`config.mk`:
```
export PLATFORM = sky130hd
export DESIGN_NAME = rcim_top
export DESIGN_NICKNAME = d
export VERILOG_FILES = /design/src/verilog/rcim_pkg.sv /design/src/verilog/rcim_debounce.sv /design/src/verilog/rcim_top.sv
export VERILOG_INCLUDE_DIRS = /design/src /design/src/verilog
export SDC_FILE = /design/constraint.sdc
export NUM_CORES = 1
export LEC_CHECK = 0
export CAP_MARGIN = 20
export CORE_MARGIN = 2
export CORE_UTILIZATION = 40
export CTS_BUF_LIST = sky130_fd_sc_hd__clkbuf_8
export DETAILED_ROUTE_END_ITERATION = 6
export DONT_BUFFER_PORTS = 1
export SLEW_MARGIN = 20
export SYNTH_ARGS = -nofsm -noshare
export SYNTH_HDL_FRONTEND = slang
export SYNTH_SLANG_ARGS = --single-unit
export TNS_END_PERCENT = 1
```
`constraint.sdc`:
```
create_clock -name ref_clk_i -period 3.2 [get_ports ref_clk_i]
set_clock_uncertainty 0.05 [all_clocks]
set_input_delay 0.48 -clock ref_clk_i [delete_from_list [all_inputs] [get_ports ref_clk_i]]
set_output_delay 0.48 -clock ref_clk_i [all_outputs]
set_load 0.1 [all_outputs]
```
`src/verilog/rcim_cfg.svh`:
```
// offsets, field positions, reset values and timing counts of the remote input mapper
`ifndef RCIM_CFG_SVH
`define RCIM_CFG_SVH

// clock rate and times
`define RCIM_CLK_KHZ  50000
`define RCIM_DEB_US   10
`define RCIM_DEB_CYC  ((`RCIM_DEB_US * `RCIM_CLK_KHZ + 999) / 1000)
`define RCIM_STEP_MS  500
`define RCIM_STEP_CYC (`RCIM_STEP_MS * `RCIM_CLK_KHZ)

// register byte addresses
`define RCIM_A_CTRL   12'h000
`define RCIM_A_STAT   12'h004
`define RCIM_A_CFG    12'h040

// configuration word fields
`define RCIM_F_FUNC   3:0
`define RCIM_F_MODE   7:4
`define RCIM_F_ARG    11:8
`define RCIM_F_ARG_LO 8

// status word fields (pin levels occupy the low bits)
`define RCIM_S_REN    16
`define RCIM_S_EXC_B  17
`define RCIM_S_AUTO   18

// reset values
`define RCIM_CFG_RST0 12'h011
`define RCIM_CFG_RST1 12'h031
`define RCIM_CFG_RST2 12'h014
`define RCIM_CFG_RST3 12'h114
`define RCIM_CFG_RST4 12'h045
`define RCIM_CFG_RST5 12'h096
`define RCIM_CFG_RST6 12'h0B7
`define RCIM_REN_RST  1'b0
`define RCIM_EXC_RST  1'b0
`define RCIM_AUTO_RST 1'b0
`define RCIM_LVL_RST  1'b1

`endif

```
`src/verilog/rcim_pkg.sv`:
```
// types and the polarity decoder of the remote input mapper
package rcim_pkg;

  typedef enum logic [3:0] {
    FN_NONE, FN_RF, FN_RESET, FN_HOST, FN_EXC, FN_AUTO, FN_INC, FN_DEC, FN_PRESET
  } rcim_func_t;

  typedef enum logic [3:0] {
    MD_RISE_ON, MD_FALL_ON, MD_RISE_OFF, MD_FALL_OFF, MD_FALL_TOG, MD_RISE_TOG,
    MD_RON_FOFF, MD_FON_ROFF, MD_HIGH_INC, MD_LOW_INC, MD_HIGH_DEC, MD_LOW_DEC
  } rcim_mode_t;

  typedef struct packed {
    logic on_r;
    logic on_f;
    logic off_r;
    logic off_f;
    logic tog;
  } rcim_edge_t;

  typedef enum logic {PW_IDLE, PW_HOLD} rcim_pw_t;

  function automatic rcim_edge_t mode_dec(input logic [3:0] m);
    rcim_edge_t e;
    e = '0;
    case (m)
      MD_RISE_ON:  e.on_r = 1'b1;
      MD_FALL_ON:  e.on_f = 1'b1;
      MD_RISE_OFF: e.off_r = 1'b1;
      MD_FALL_OFF: e.off_f = 1'b1;
      MD_FALL_TOG: begin
        e.on_f = 1'b1;
        e.tog  = 1'b1;
      end
      MD_RISE_TOG: begin
        e.on_r = 1'b1;
        e.tog  = 1'b1;
      end
      MD_RON_FOFF, MD_HIGH_INC, MD_HIGH_DEC: begin
        e.on_r  = 1'b1;
        e.off_f = 1'b1;
      end
      MD_FON_ROFF, MD_LOW_INC, MD_LOW_DEC: begin
        e.on_f  = 1'b1;
        e.off_r = 1'b1;
      end
      default: e = '0;
    endcase
    return e;
  endfunction

endpackage

```
`src/verilog/rcim_debounce.sv`:
```
// one remote input: synchroniser and stable-time filter
`timescale 1ns/1ps
`include "rcim_cfg.svh"
module rcim_debounce #(
  parameter int CYC = 500
) (
  // clock and reset
  input  wire logic ref_clk_i,
  input  wire logic rst_n_i,
  // pin and filtered level
  input  wire logic pin_i,
  output logic      level_o
);
  localparam int CW = $clog2(CYC + 1);

  if (CYC < 2) begin : g_bad
    $error("rcim_debounce: CYC must be at least 2");
  end

  logic          s1;
  logic          s2;
  logic [CW-1:0] cnt;
  logic [CW-1:0] next_cnt;
  logic          next_level;

  // level follows the pin only after it stayed put for CYC cycles
  always_comb begin
    next_cnt   = '0;
    next_level = level_o;
    if (s2 != level_o) begin
      if (cnt == CW'(CYC - 1)) begin
        next_level = s2;
      end else begin
        next_cnt = cnt + 1'b1;
      end
    end
  end

  always_ff @(posedge ref_clk_i) begin
    if (!rst_n_i) begin
      s1      <= `RCIM_LVL_RST;
      s2      <= `RCIM_LVL_RST;
      cnt     <= '0;
      level_o <= `RCIM_LVL_RST;
    end else begin
      s1      <= pin_i;
      s2      <= s1;
      cnt     <= next_cnt;
      level_o <= next_level;
    end
  end
endmodule

```
`src/verilog/rcim_top.sv`:
```
// remote control input mapper: pin gating, command mapping and axi4-lite registers
`timescale 1ns/1ps
`include "rcim_cfg.svh"
module rcim_top
  import rcim_pkg::*;
#(
  parameter int N_IN     = 10,
  parameter int STEP_CYC = `RCIM_STEP_CYC
) (
  // clock and reset
  input  wire logic            ref_clk_i,
  input  wire logic            rst_n_i,
  // remote input pins
  input  wire logic [N_IN-1:0] remote_in_i,
  // front panel
  input  wire logic            panel_ren_we_i,
  input  wire logic            panel_ren_i,
  input  wire logic            panel_cfg_we_i,
  input  wire logic [3:0]      panel_cfg_idx_i,
  input  wire logic [11:0]     panel_cfg_dat_i,
  output logic      [11:0]     panel_cfg_o,
  output logic      [N_IN-1:0] pin_level_o,
  output logic                 remote_en_o,
  // transmitter commands
  output logic                 rf_on_o,
  output logic                 rf_off_o,
  output logic                 sys_reset_o,
  output logic                 host_reboot_o,
  output logic                 exc_b_o,
  output logic                 auto_chg_o,
  output logic                 pwr_up_o,
  output logic                 pwr_dn_o,
  output logic                 preset_ld_o,
  output logic      [3:0]      preset_idx_o,
  // axi4-lite slave
  input  wire logic [11:0]     s_axi_awaddr_i,
  input  wire logic            s_axi_awvalid_i,
  output logic                 s_axi_awready_o,
  input  wire logic [31:0]     s_axi_wdata_i,
  input  wire logic [3:0]      s_axi_wstrb_i,
  input  wire logic            s_axi_wvalid_i,
  output logic                 s_axi_wready_o,
  output logic      [1:0]      s_axi_bresp_o,
  output logic                 s_axi_bvalid_o,
  input  wire logic            s_axi_bready_i,
  input  wire logic [11:0]     s_axi_araddr_i,
  input  wire logic            s_axi_arvalid_i,
  output logic                 s_axi_arready_o,
  output logic      [31:0]     s_axi_rdata_o,
  output logic      [1:0]      s_axi_rresp_o,
  output logic                 s_axi_rvalid_o,
  input  wire logic            s_axi_rready_i
);
  localparam int         DEB = `RCIM_DEB_CYC;
  localparam int         CW  = $clog2(STEP_CYC);
  localparam logic [1:0] OKAY   = 2'h0;
  localparam logic [1:0] SLVERR = 2'h2;

  if (N_IN < 1 || N_IN > 16 || STEP_CYC < 2) begin : g_bad
    $error("rcim_top: N_IN must be 1..16 and STEP_CYC at least 2");
  end

  // configuration word of input i after reset
  function automatic logic [11:0] cfg_rst(input int i);
    case (i)
      0:       return `RCIM_CFG_RST0;
      1:       return `RCIM_CFG_RST1;
      2:       return `RCIM_CFG_RST2;
      3:       return `RCIM_CFG_RST3;
      4:       return `RCIM_CFG_RST4;
      5:       return `RCIM_CFG_RST5;
      6:       return `RCIM_CFG_RST6;
      default: return 12'h000;
    endcase
  endfunction

  // bit 4 flags a configuration word, bits 3:0 give its input number
  function automatic logic [4:0] reg_dec(input logic [11:0] a);
    logic [4:0] r;
    r = {1'b0, a[5:2]};
    if (a[11:6] == 6'(`RCIM_A_CFG >> 6) && a[1:0] == 2'h0 && 32'(a[5:2]) < N_IN) begin
      r[4] = 1'b1;
    end
    return r;
  endfunction

  logic [N_IN-1:0] lvl;
  logic [N_IN-1:0] prev;
  logic [N_IN-1:0] tog;
  logic [N_IN-1:0] next_prev;
  logic [N_IN-1:0] next_tog;
  logic [N_IN-1:0] on_evt;
  logic [N_IN-1:0] off_evt;
  logic [N_IN-1:0] held;
  logic [11:0]     cfg      [N_IN];
  logic [11:0]     next_cfg [N_IN];

  for (genvar g = 0; g < N_IN; g++) begin : g_deb
    rcim_debounce #(.CYC(DEB)) u_deb (
      .ref_clk_i (ref_clk_i),
      .rst_n_i   (rst_n_i),
      .pin_i     (remote_in_i[g]),
      .level_o   (lvl[g])
    );
  end

  // edge, toggle and level qualification of every input
  always_comb begin : c_evt
    rcim_edge_t ed;
    logic       rise;
    logic       fall;
    logic       qual;
    logic       act;
    ed        = '0;
    rise      = 1'b0;
    fall      = 1'b0;
    qual      = 1'b0;
    act       = 1'b0;
    next_prev = lvl;
    next_tog  = tog;
    on_evt    = '0;
    off_evt   = '0;
    held      = '0;
    for (int i = 0; i < N_IN; i++) begin
      ed   = mode_dec(cfg[i][`RCIM_F_MODE]);
      rise = lvl[i] & ~prev[i];
      fall = ~lvl[i] & prev[i];
      qual = (ed.on_r & rise) | (ed.on_f & fall);
      act  = remote_en_o && cfg[i][`RCIM_F_FUNC] != FN_NONE;
      if (act) begin
        held[i] = ed.on_f ? ~lvl[i] : lvl[i];
        if (ed.tog) begin
          on_evt[i]  = qual & (tog[i] == ed.on_f);
          off_evt[i] = qual & (tog[i] != ed.on_f);
          if (qual) begin
            next_tog[i] = ~tog[i];
          end
        end else begin
          on_evt[i]  = qual;
          off_evt[i] = (ed.off_r & rise) | (ed.off_f & fall);
        end
      end
    end
  end

  always_ff @(posedge ref_clk_i) begin
    if (!rst_n_i) begin
      prev <= {N_IN{`RCIM_LVL_RST}};
      tog  <= '0;
    end else begin
      prev <= next_prev;
      tog  <= next_tog;
    end
  end

  // one-shot commands and latched selections
  logic       next_rf_on;
  logic       next_rf_off;
  logic       next_sys_reset;
  logic       next_host;
  logic       next_exc_b;
  logic       next_auto;
  logic       next_pre_ld;
  logic [3:0] next_pre_idx;

  always_comb begin : c_cmd
    logic flip;
    flip           = 1'b0;
    next_rf_on     = 1'b0;
    next_rf_off    = 1'b0;
    next_sys_reset = 1'b0;
    next_host      = 1'b0;
    next_exc_b     = exc_b_o;
    next_pre_ld    = 1'b0;
    next_pre_idx   = preset_idx_o;
    // walk downwards so the lowest-numbered input has the last word
    for (int i = N_IN - 1; i >= 0; i--) begin
      case (rcim_func_t'(cfg[i][`RCIM_F_FUNC]))
        FN_RF: begin
          next_rf_on  = next_rf_on | on_evt[i];
          next_rf_off = next_rf_off | off_evt[i];
        end
        FN_RESET: next_sys_reset = next_sys_reset | on_evt[i];
        FN_HOST:  next_host = next_host | on_evt[i];
        FN_EXC: begin
          if (on_evt[i]) begin
            next_exc_b = cfg[i][`RCIM_F_ARG_LO];
          end
        end
        FN_AUTO:  flip = flip | on_evt[i] | off_evt[i];
        FN_PRESET: begin
          if (on_evt[i]) begin
            next_pre_ld  = 1'b1;
            next_pre_idx = cfg[i][`RCIM_F_ARG];
          end
        end
        default: ;
      endcase
    end
    if (next_rf_off) begin
      next_rf_on = 1'b0;
    end
    next_auto = flip ? ~auto_chg_o : auto_chg_o;
  end

  always_ff @(posedge ref_clk_i) begin
    if (!rst_n_i) begin
      rf_on_o       <= 1'b0;
      rf_off_o      <= 1'b0;
      sys_reset_o   <= 1'b0;
      host_reboot_o <= 1'b0;
      exc_b_o       <= `RCIM_EXC_RST;
      auto_chg_o    <= `RCIM_AUTO_RST;
      preset_ld_o   <= 1'b0;
      preset_idx_o  <= 4'h0;
    end else begin
      rf_on_o       <= next_rf_on;
      rf_off_o      <= next_rf_off;
      sys_reset_o   <= next_sys_reset;
      host_reboot_o <= next_host;
      exc_b_o       <= next_exc_b;
      auto_chg_o    <= next_auto;
      preset_ld_o   <= next_pre_ld;
      preset_idx_o  <= next_pre_idx;
    end
  end

  // power step with hold-to-repeat
  rcim_pw_t        pw_st;
  rcim_pw_t        next_pw_st;
  logic [3:0]      pw_idx;
  logic [3:0]      next_pw_idx;
  logic [CW-1:0]   pw_cnt;
  logic [CW-1:0]   next_pw_cnt;
  logic [N_IN-1:0] pw_act;
  logic            win;
  logic            win_up;
  logic [3:0]      win_idx;
  logic            next_up;
  logic            next_dn;

  always_comb begin : c_pw
    logic step;
    step        = 1'b0;
    win         = 1'b0;
    win_up      = 1'b0;
    win_idx     = 4'h0;
    pw_act      = '0;
    next_pw_st  = pw_st;
    next_pw_idx = pw_idx;
    next_pw_cnt = pw_cnt;
    for (int i = N_IN - 1; i >= 0; i--) begin
      pw_act[i] = held[i] && (cfg[i][`RCIM_F_FUNC] == FN_INC || cfg[i][`RCIM_F_FUNC] == FN_DEC);
      if (pw_act[i]) begin
        win     = 1'b1;
        win_idx = 4'(i);
        win_up  = cfg[i][`RCIM_F_FUNC] == FN_INC;
      end
    end
    case (pw_st)
      PW_IDLE: begin
        if (win) begin
          step        = 1'b1;
          next_pw_st  = PW_HOLD;
          next_pw_idx = win_idx;
          next_pw_cnt = '0;
        end
      end
      PW_HOLD: begin
        if (!win) begin
          next_pw_st = PW_IDLE;
        end else if (win_idx != pw_idx) begin
          step        = 1'b1;
          next_pw_idx = win_idx;
          next_pw_cnt = '0;
        end else if (pw_cnt == CW'(STEP_CYC - 1)) begin
          step        = 1'b1;
          next_pw_cnt = '0;
        end else begin
          next_pw_cnt = pw_cnt + 1'b1;
        end
      end
      default: next_pw_st = PW_IDLE;
    endcase
    next_up = step & win_up;
    next_dn = step & ~win_up;
  end

  always_ff @(posedge ref_clk_i) begin
    if (!rst_n_i) begin
      pw_st    <= PW_IDLE;
      pw_idx   <= 4'h0;
      pw_cnt   <= '0;
      pwr_up_o <= 1'b0;
      pwr_dn_o <= 1'b0;
    end else begin
      pw_st    <= next_pw_st;
      pw_idx   <= next_pw_idx;
      pw_cnt   <= next_pw_cnt;
      pwr_up_o <= next_up;
      pwr_dn_o <= next_dn;
    end
  end

  // configuration store, remote enable and panel views
  logic            wr_fire;
  logic [4:0]      wr_hit;
  logic [11:0]     aw_addr;
  logic [31:0]     w_data;
  logic [3:0]      w_strb;
  logic            next_ren;
  logic [11:0]     next_panel_cfg;

  assign wr_hit = reg_dec(aw_addr);

  always_comb begin : c_cfg
    next_cfg = cfg;
    if (wr_fire && wr_hit[4]) begin
      if (w_strb[0]) begin
        next_cfg[wr_hit[3:0]][7:0] = w_data[7:0];
      end
      if (w_strb[1]) begin
        next_cfg[wr_hit[3:0]][11:8] = w_data[11:8];
      end
    end
    if (panel_cfg_we_i && 32'(panel_cfg_idx_i) < N_IN) begin
      next_cfg[panel_cfg_idx_i] = panel_cfg_dat_i;
    end
    next_ren       = panel_ren_we_i ? panel_ren_i : remote_en_o;
    next_panel_cfg = 12'h000;
    if (32'(panel_cfg_idx_i) < N_IN) begin
      next_panel_cfg = cfg[panel_cfg_idx_i];
    end
  end

  always_ff @(posedge ref_clk_i) begin
    if (!rst_n_i) begin
      for (int i = 0; i < N_IN; i++) begin
        cfg[i] <= cfg_rst(i);
      end
      remote_en_o <= `RCIM_REN_RST;
      panel_cfg_o <= 12'h000;
      pin_level_o <= {N_IN{`RCIM_LVL_RST}};
    end else begin
      cfg         <= next_cfg;
      remote_en_o <= next_ren;
      panel_cfg_o <= next_panel_cfg;
      pin_level_o <= lvl;
    end
  end

  // axi4-lite slave
  logic        aw_full;
  logic        w_full;
  logic        next_aw_full;
  logic        next_w_full;
  logic [11:0] next_aw_addr;
  logic [31:0] next_w_data;
  logic [3:0]  next_w_strb;
  logic        next_bvalid;
  logic [1:0]  next_bresp;
  logic        next_rvalid;
  logic [1:0]  next_rresp;
  logic [31:0] next_rdata;
  logic [31:0] status;

  assign wr_fire = aw_full && w_full && !s_axi_bvalid_o;

  always_comb begin : c_axi
    logic [4:0] rh;
    rh           = reg_dec(s_axi_araddr_i);
    status       = 32'h0000_0000;
    status[N_IN-1:0]     = lvl;
    status[`RCIM_S_REN]  = remote_en_o;
    status[`RCIM_S_EXC_B] = exc_b_o;
    status[`RCIM_S_AUTO] = auto_chg_o;
    next_aw_full = aw_full;
    next_w_full  = w_full;
    next_aw_addr = aw_addr;
    next_w_data  = w_data;
    next_w_strb  = w_strb;
    next_bvalid  = s_axi_bvalid_o && !s_axi_bready_i;
    next_bresp   = s_axi_bresp_o;
    next_rvalid  = s_axi_rvalid_o && !s_axi_rready_i;
    next_rresp   = s_axi_rresp_o;
    next_rdata   = s_axi_rdata_o;
    if (s_axi_awvalid_i && s_axi_awready_o) begin
      next_aw_full = 1'b1;
      next_aw_addr = s_axi_awaddr_i;
    end
    if (s_axi_wvalid_i && s_axi_wready_o) begin
      next_w_full = 1'b1;
      next_w_data = s_axi_wdata_i;
      next_w_strb = s_axi_wstrb_i;
    end
    if (wr_fire) begin
      next_aw_full = 1'b0;
      next_w_full  = 1'b0;
      next_bvalid  = 1'b1;
      next_bresp   = wr_hit[4] ? OKAY : SLVERR;
    end
    if (s_axi_arvalid_i && s_axi_arready_o) begin
      next_rvalid = 1'b1;
      next_rresp  = OKAY;
      if (s_axi_araddr_i == `RCIM_A_CTRL) begin
        next_rdata = {31'h0000_0000, remote_en_o};
      end else if (s_axi_araddr_i == `RCIM_A_STAT) begin
        next_rdata = status;
      end else if (rh[4]) begin
        next_rdata = {20'h0_0000, cfg[rh[3:0]]};
      end else begin
        next_rdata = 32'h0000_0000;
        next_rresp = SLVERR;
      end
    end
  end

  always_ff @(posedge ref_clk_i) begin
    if (!rst_n_i) begin
      aw_full         <= 1'b0;
      w_full          <= 1'b0;
      aw_addr         <= 12'h000;
      w_data          <= 32'h0000_0000;
      w_strb          <= 4'h0;
      s_axi_awready_o <= 1'b0;
      s_axi_wready_o  <= 1'b0;
      s_axi_bvalid_o  <= 1'b0;
      s_axi_bresp_o   <= OKAY;
      s_axi_arready_o <= 1'b0;
      s_axi_rvalid_o  <= 1'b0;
      s_axi_rresp_o   <= OKAY;
      s_axi_rdata_o   <= 32'h0000_0000;
    end else begin
      aw_full         <= next_aw_full;
      w_full          <= next_w_full;
      aw_addr         <= next_aw_addr;
      w_data          <= next_w_data;
      w_strb          <= next_w_strb;
      s_axi_awready_o <= !next_aw_full;
      s_axi_wready_o  <= !next_w_full;
      s_axi_bvalid_o  <= next_bvalid;
      s_axi_bresp_o   <= next_bresp;
      s_axi_arready_o <= !next_rvalid;
      s_axi_rvalid_o  <= next_rvalid;
      s_axi_rresp_o   <= next_rresp;
      s_axi_rdata_o   <= next_rdata;
    end
  end
endmodule

```
==> impl_summary.log <==
[metrics] core area: 51200 µm²
[metrics] total area of sequential cells: 7330 µm²
[metrics] area occupied by multi-input gates: 12400 µm²
[metrics] Critical Path Slowest Stage Cell: sky130_fd_sc_hd__dfxtp_2
[metrics] Site Rows: 83
[metrics] Routability Congestion: 0.995
[metrics] mapped cell area: 20600 µm²
[metrics] cells along the critical path: buf_4, and4b_1, nand2_1, mux2_2, and4_1, a31oi_1, o221ai_2, nor4_4, o21ai_4, buf_12, nor2_2
[metrics] Worst Path Required: 3.72 ns
[metrics] final net count: 2653
[metrics] data arrival time at the worst-slack endpoint: 3.56 ns
[metrics] number of standard cells in the layout, taps in and fillers out: 3268
[metrics] worst-margin pin slew: 1.04 ns
[metrics] clock network latency to the later pin of the worst-skew pair: 0.66 ns
[metrics] First DRT Iteration DRCs: 1886
[metrics] all-layer global routing usage: 26.1%
[metrics] half-perimeter wire length of the detailed placement result: 50.9 mm
[metrics] minimum setup slack in the final design: 0.163 ns
[metrics] largest fanout of any net on the critical path: 19
[metrics] via count normalized by instance count: 5.86
[metrics] Synth Area per Inst: 8.30 µm²
[metrics] number of routed nets with antenna violations: 0
[metrics] final max-slew violation count: 0
[metrics] maximum number of pins on one net before global-route repair: 79
[metrics] CTS clk-pin slew, worst paths: 0.06 ns
[metrics] area of the die: 53400 µm²
[metrics] WL/cell: 21.7 µm
[metrics] clock net sink count: 366
[metrics] fraction of layout cells with a size suffix above 1: 12.8%
[metrics] launch instance of the worst min-delay path: s_axi_araddr_i[5]
[metrics] commonest cells after routing, fill and taps aside: 365 x sky130_fd_sc_hd__dfxtp_1, 318 x sky130_fd_sc_hd__nor2_1, 305 x sky130_fd_sc_hd__nand2_1
[metrics] max-cap viol count: 0
[metrics] setup slack at placement: -0.0125 ns
[metrics] via count of the first global-routing pass: 18176
[metrics] Fill cells: 4911
[metrics] Warnings, synthesis: 0
[metrics] cell count after synthesis: 2486
[metrics] critical path startpoint category: flop
[metrics] die width: 231 µm
[metrics] Post-Route WL: 70.8 mm
[metrics] Post-synth top flop: sky130_fd_sc_hd__dfxtp_1
[metrics] number of port buffers: 0
[metrics] post-route core utilization: 46.0%
[metrics] total power of the final layout: 10.2 mW
[metrics] element type at the critical path end: flop
[metrics] most common cell after layout, fill and taps aside: sky130_fd_sc_hd__dfxtp_1
[metrics] wire length of the first global-routing pass: 108 mm
[metrics] number of enable-type register cells in the synthesized netlist: 0
[metrics] master cell of the clock root buffer: sky130_fd_sc_hd__clkbuf_8
[metrics] kind of critical path: reg2reg
[metrics] number of detailed-route iterations in the first pass: 7
[metrics] Setup TNS Final: 0 ns
[metrics] leakage power total: 8.85 nW
[metrics] tightest slew margin relative to the limit: 30.4%
[metrics] starting density of the core: 40.3%
[metrics] maximum buffer depth of the clock tree: 3
[metrics] initial antenna violation count: 5
[metrics] number of remaining DRC errors: 1
[metrics] number of setup violations in the final report: 0
[metrics] PD cells: 434 nW/µm²
[metrics] top-level I/O count: 173
[metrics] Peak Freq: 329 MHz
[metrics] Tcrit/Tclk final: 94.9%
[metrics] buffering stage count on the worst path with inverters included: 2
[metrics] Async S/R FF share, synth: 0%
[metrics] number of flip-flops and latches in the synthesized netlist: 366
[metrics] Final min period: 3.04 ns
[metrics] Die Y-Extent: 231 µm
[metrics] failing checks: design-rule violations
[metrics] P&R area growth vs syn: 14.2%
[metrics] Via Count: 19154
[metrics] number of buffers created by CTS: 67
[metrics] Max rail drop VDD: 0.000227 V
[metrics] post-synthesis cell type count: 100
[metrics] Fin. Hold Viols: 0
[metrics] number of buffers added for setup after CTS: 0
[metrics] TritonCTS clock tree: done
[metrics] worst min-delay path class: in2reg
[metrics] critical path launch point: remote_en_o$_SDFFE_PN0P_
[metrics] sequential cell area fraction in the yosys report: 35.5%
[metrics] status: finished with violations
[metrics] CTS H-tree depth: 3
[metrics] reg2reg start: remote_en_o$_SDFFE_PN0P_
[metrics] overflow left after global routing: 0
[metrics] kind of cell with the highest combined delay on the critical path: simple AND/OR/NAND/NOR gates
[metrics] placed cells: 3100
[metrics] highest cell delay on the worst timing path: 0.52 ns
[metrics by stage]
stage          hold WS (ns)  area (µm²)
2_1_floorplan         0.336       20700
3_3_place_gp          0.345       21600
3_5_place_dp          0.352       21600
4_1_cts             0.00453       23500
5_1_grt              0.0381       23600
6_report             0.0556       23600
[worst min-delay path, cell delays in order]
cell,delay (ns)
sky130_fd_sc_hd__o22ai_1,0.08
sky130_fd_sc_hd__nand2_1,0.09
sky130_fd_sc_hd__a21oi_1,0.06
[layout make-up]
type	instances	area share, %
inverters	49	0.791
multi-input cells	1891	52.4
well taps	680	3.61
repair buffers	171	6.29
diodes	2	0.0212
flip-flops and latches	366	31.1
clock buffers	83	4.85
clock inverters	26	0.892
[cells by family after synthesis]
| kind of cell | share of synthesized area (%) |
|---|---|
| and+or+nand+nor | 27.1 |
| AOI/OAI and AO/OA | 14.2 |
| DFF | 35.5 |
| buffers and inverters | 5.19 |
| muxes | 11.5 |
| xor gates and xnor gates | 5.77 |
| adders and majority gates | 0.667 |
| other | 0.0182 |
[Yosys cell counts, types with 47 or more instances]
| master | n | area [µm²] |
|---|---|---|
| sky130_fd_sc_hd__a311oi_1 | 53 | 464 |
| sky130_fd_sc_hd__o21ai_0 | 70 | 350 |
| sky130_fd_sc_hd__inv_1 | 47 | 176 |
| sky130_fd_sc_hd__clkbuf_1 | 141 | 529 |
| sky130_fd_sc_hd__nand3_1 | 159 | 796 |
| sky130_fd_sc_hd__xnor2_1 | 50 | 438 |
| sky130_fd_sc_hd__nor2_1 | 318 | 1190 |
| sky130_fd_sc_hd__a21oi_1 | 76 | 380 |
| sky130_fd_sc_hd__a211oi_1 | 53 | 398 |
| sky130_fd_sc_hd__dfxtp_1 | 366 | 7330 |
| sky130_fd_sc_hd__xor2_1 | 84 | 736 |
| sky130_fd_sc_hd__nand2b_1 | 65 | 407 |
| sky130_fd_sc_hd__nand2_1 | 305 | 1140 |
| sky130_fd_sc_hd__mux2i_1 | 111 | 1110 |
| sky130_fd_sc_hd__nand4_1 | 47 | 294 |
[path summary, 6_finish.rpt]
check / slack [ns] / end / cells past startpoint
worst min register to register: 0.36 / g_deb[9].u_deb.s2$_SDFF_PN1_ / 1
worst max register to register: 0.16 / pw_cnt[11]$_SDFFE_PN0P_ / 11
worst max-delay path: 0.16 / pw_cnt[11]$_SDFFE_PN0P_ / 11
worst min-delay path: 0.06 / s_axi_rdata_o[3]$_SDFFE_PN0P_ / 3
[state kept, by name, summed over array words and instances (netlist names), 2 cells and up]
signal and cells:
pw_cnt 25, pw_idx 4, preset_idx_o 4, g_deb.u_deb.level_o 10
pin_level_o 10, g_deb.u_deb.cnt 90, panel_cfg_o 12, s_axi_rdata_o 15
w_strb 2, cfg 120, w_data 12, aw_addr 12
tog 10, g_deb.u_deb.s2 10, g_deb.u_deb.s1 10
[power breakdown]
part	switching (mW)	leakage, nW	internal, mW
clock network	2.03	0.734	2.57
logic	0.521	5.15	0.284
registers	0.170	2.96	4.64
[what timing repair did]
| item | 4_1_cts | 5_1_grt |
|---|---|---|
| endpoints found under the hold margin | 209 | 0 |
| setup endpoints to repair | 1 | 28 |
| resized for setup | 1 | 6 |
| pin swaps | 0 | 0 |
| hold buffers | 57 | 0 |
[metal layers]
metal  part of all wire, %  GRT usage, %  wire, µm
met1                    42          34.2     29600
met2                    45          41.6     31800
met3                   9.4          6.04      6650
met4                   3.8          10.7      2690
met5                 0.032             0        23
Note: power is estimated with default switching activity, not from simulation.
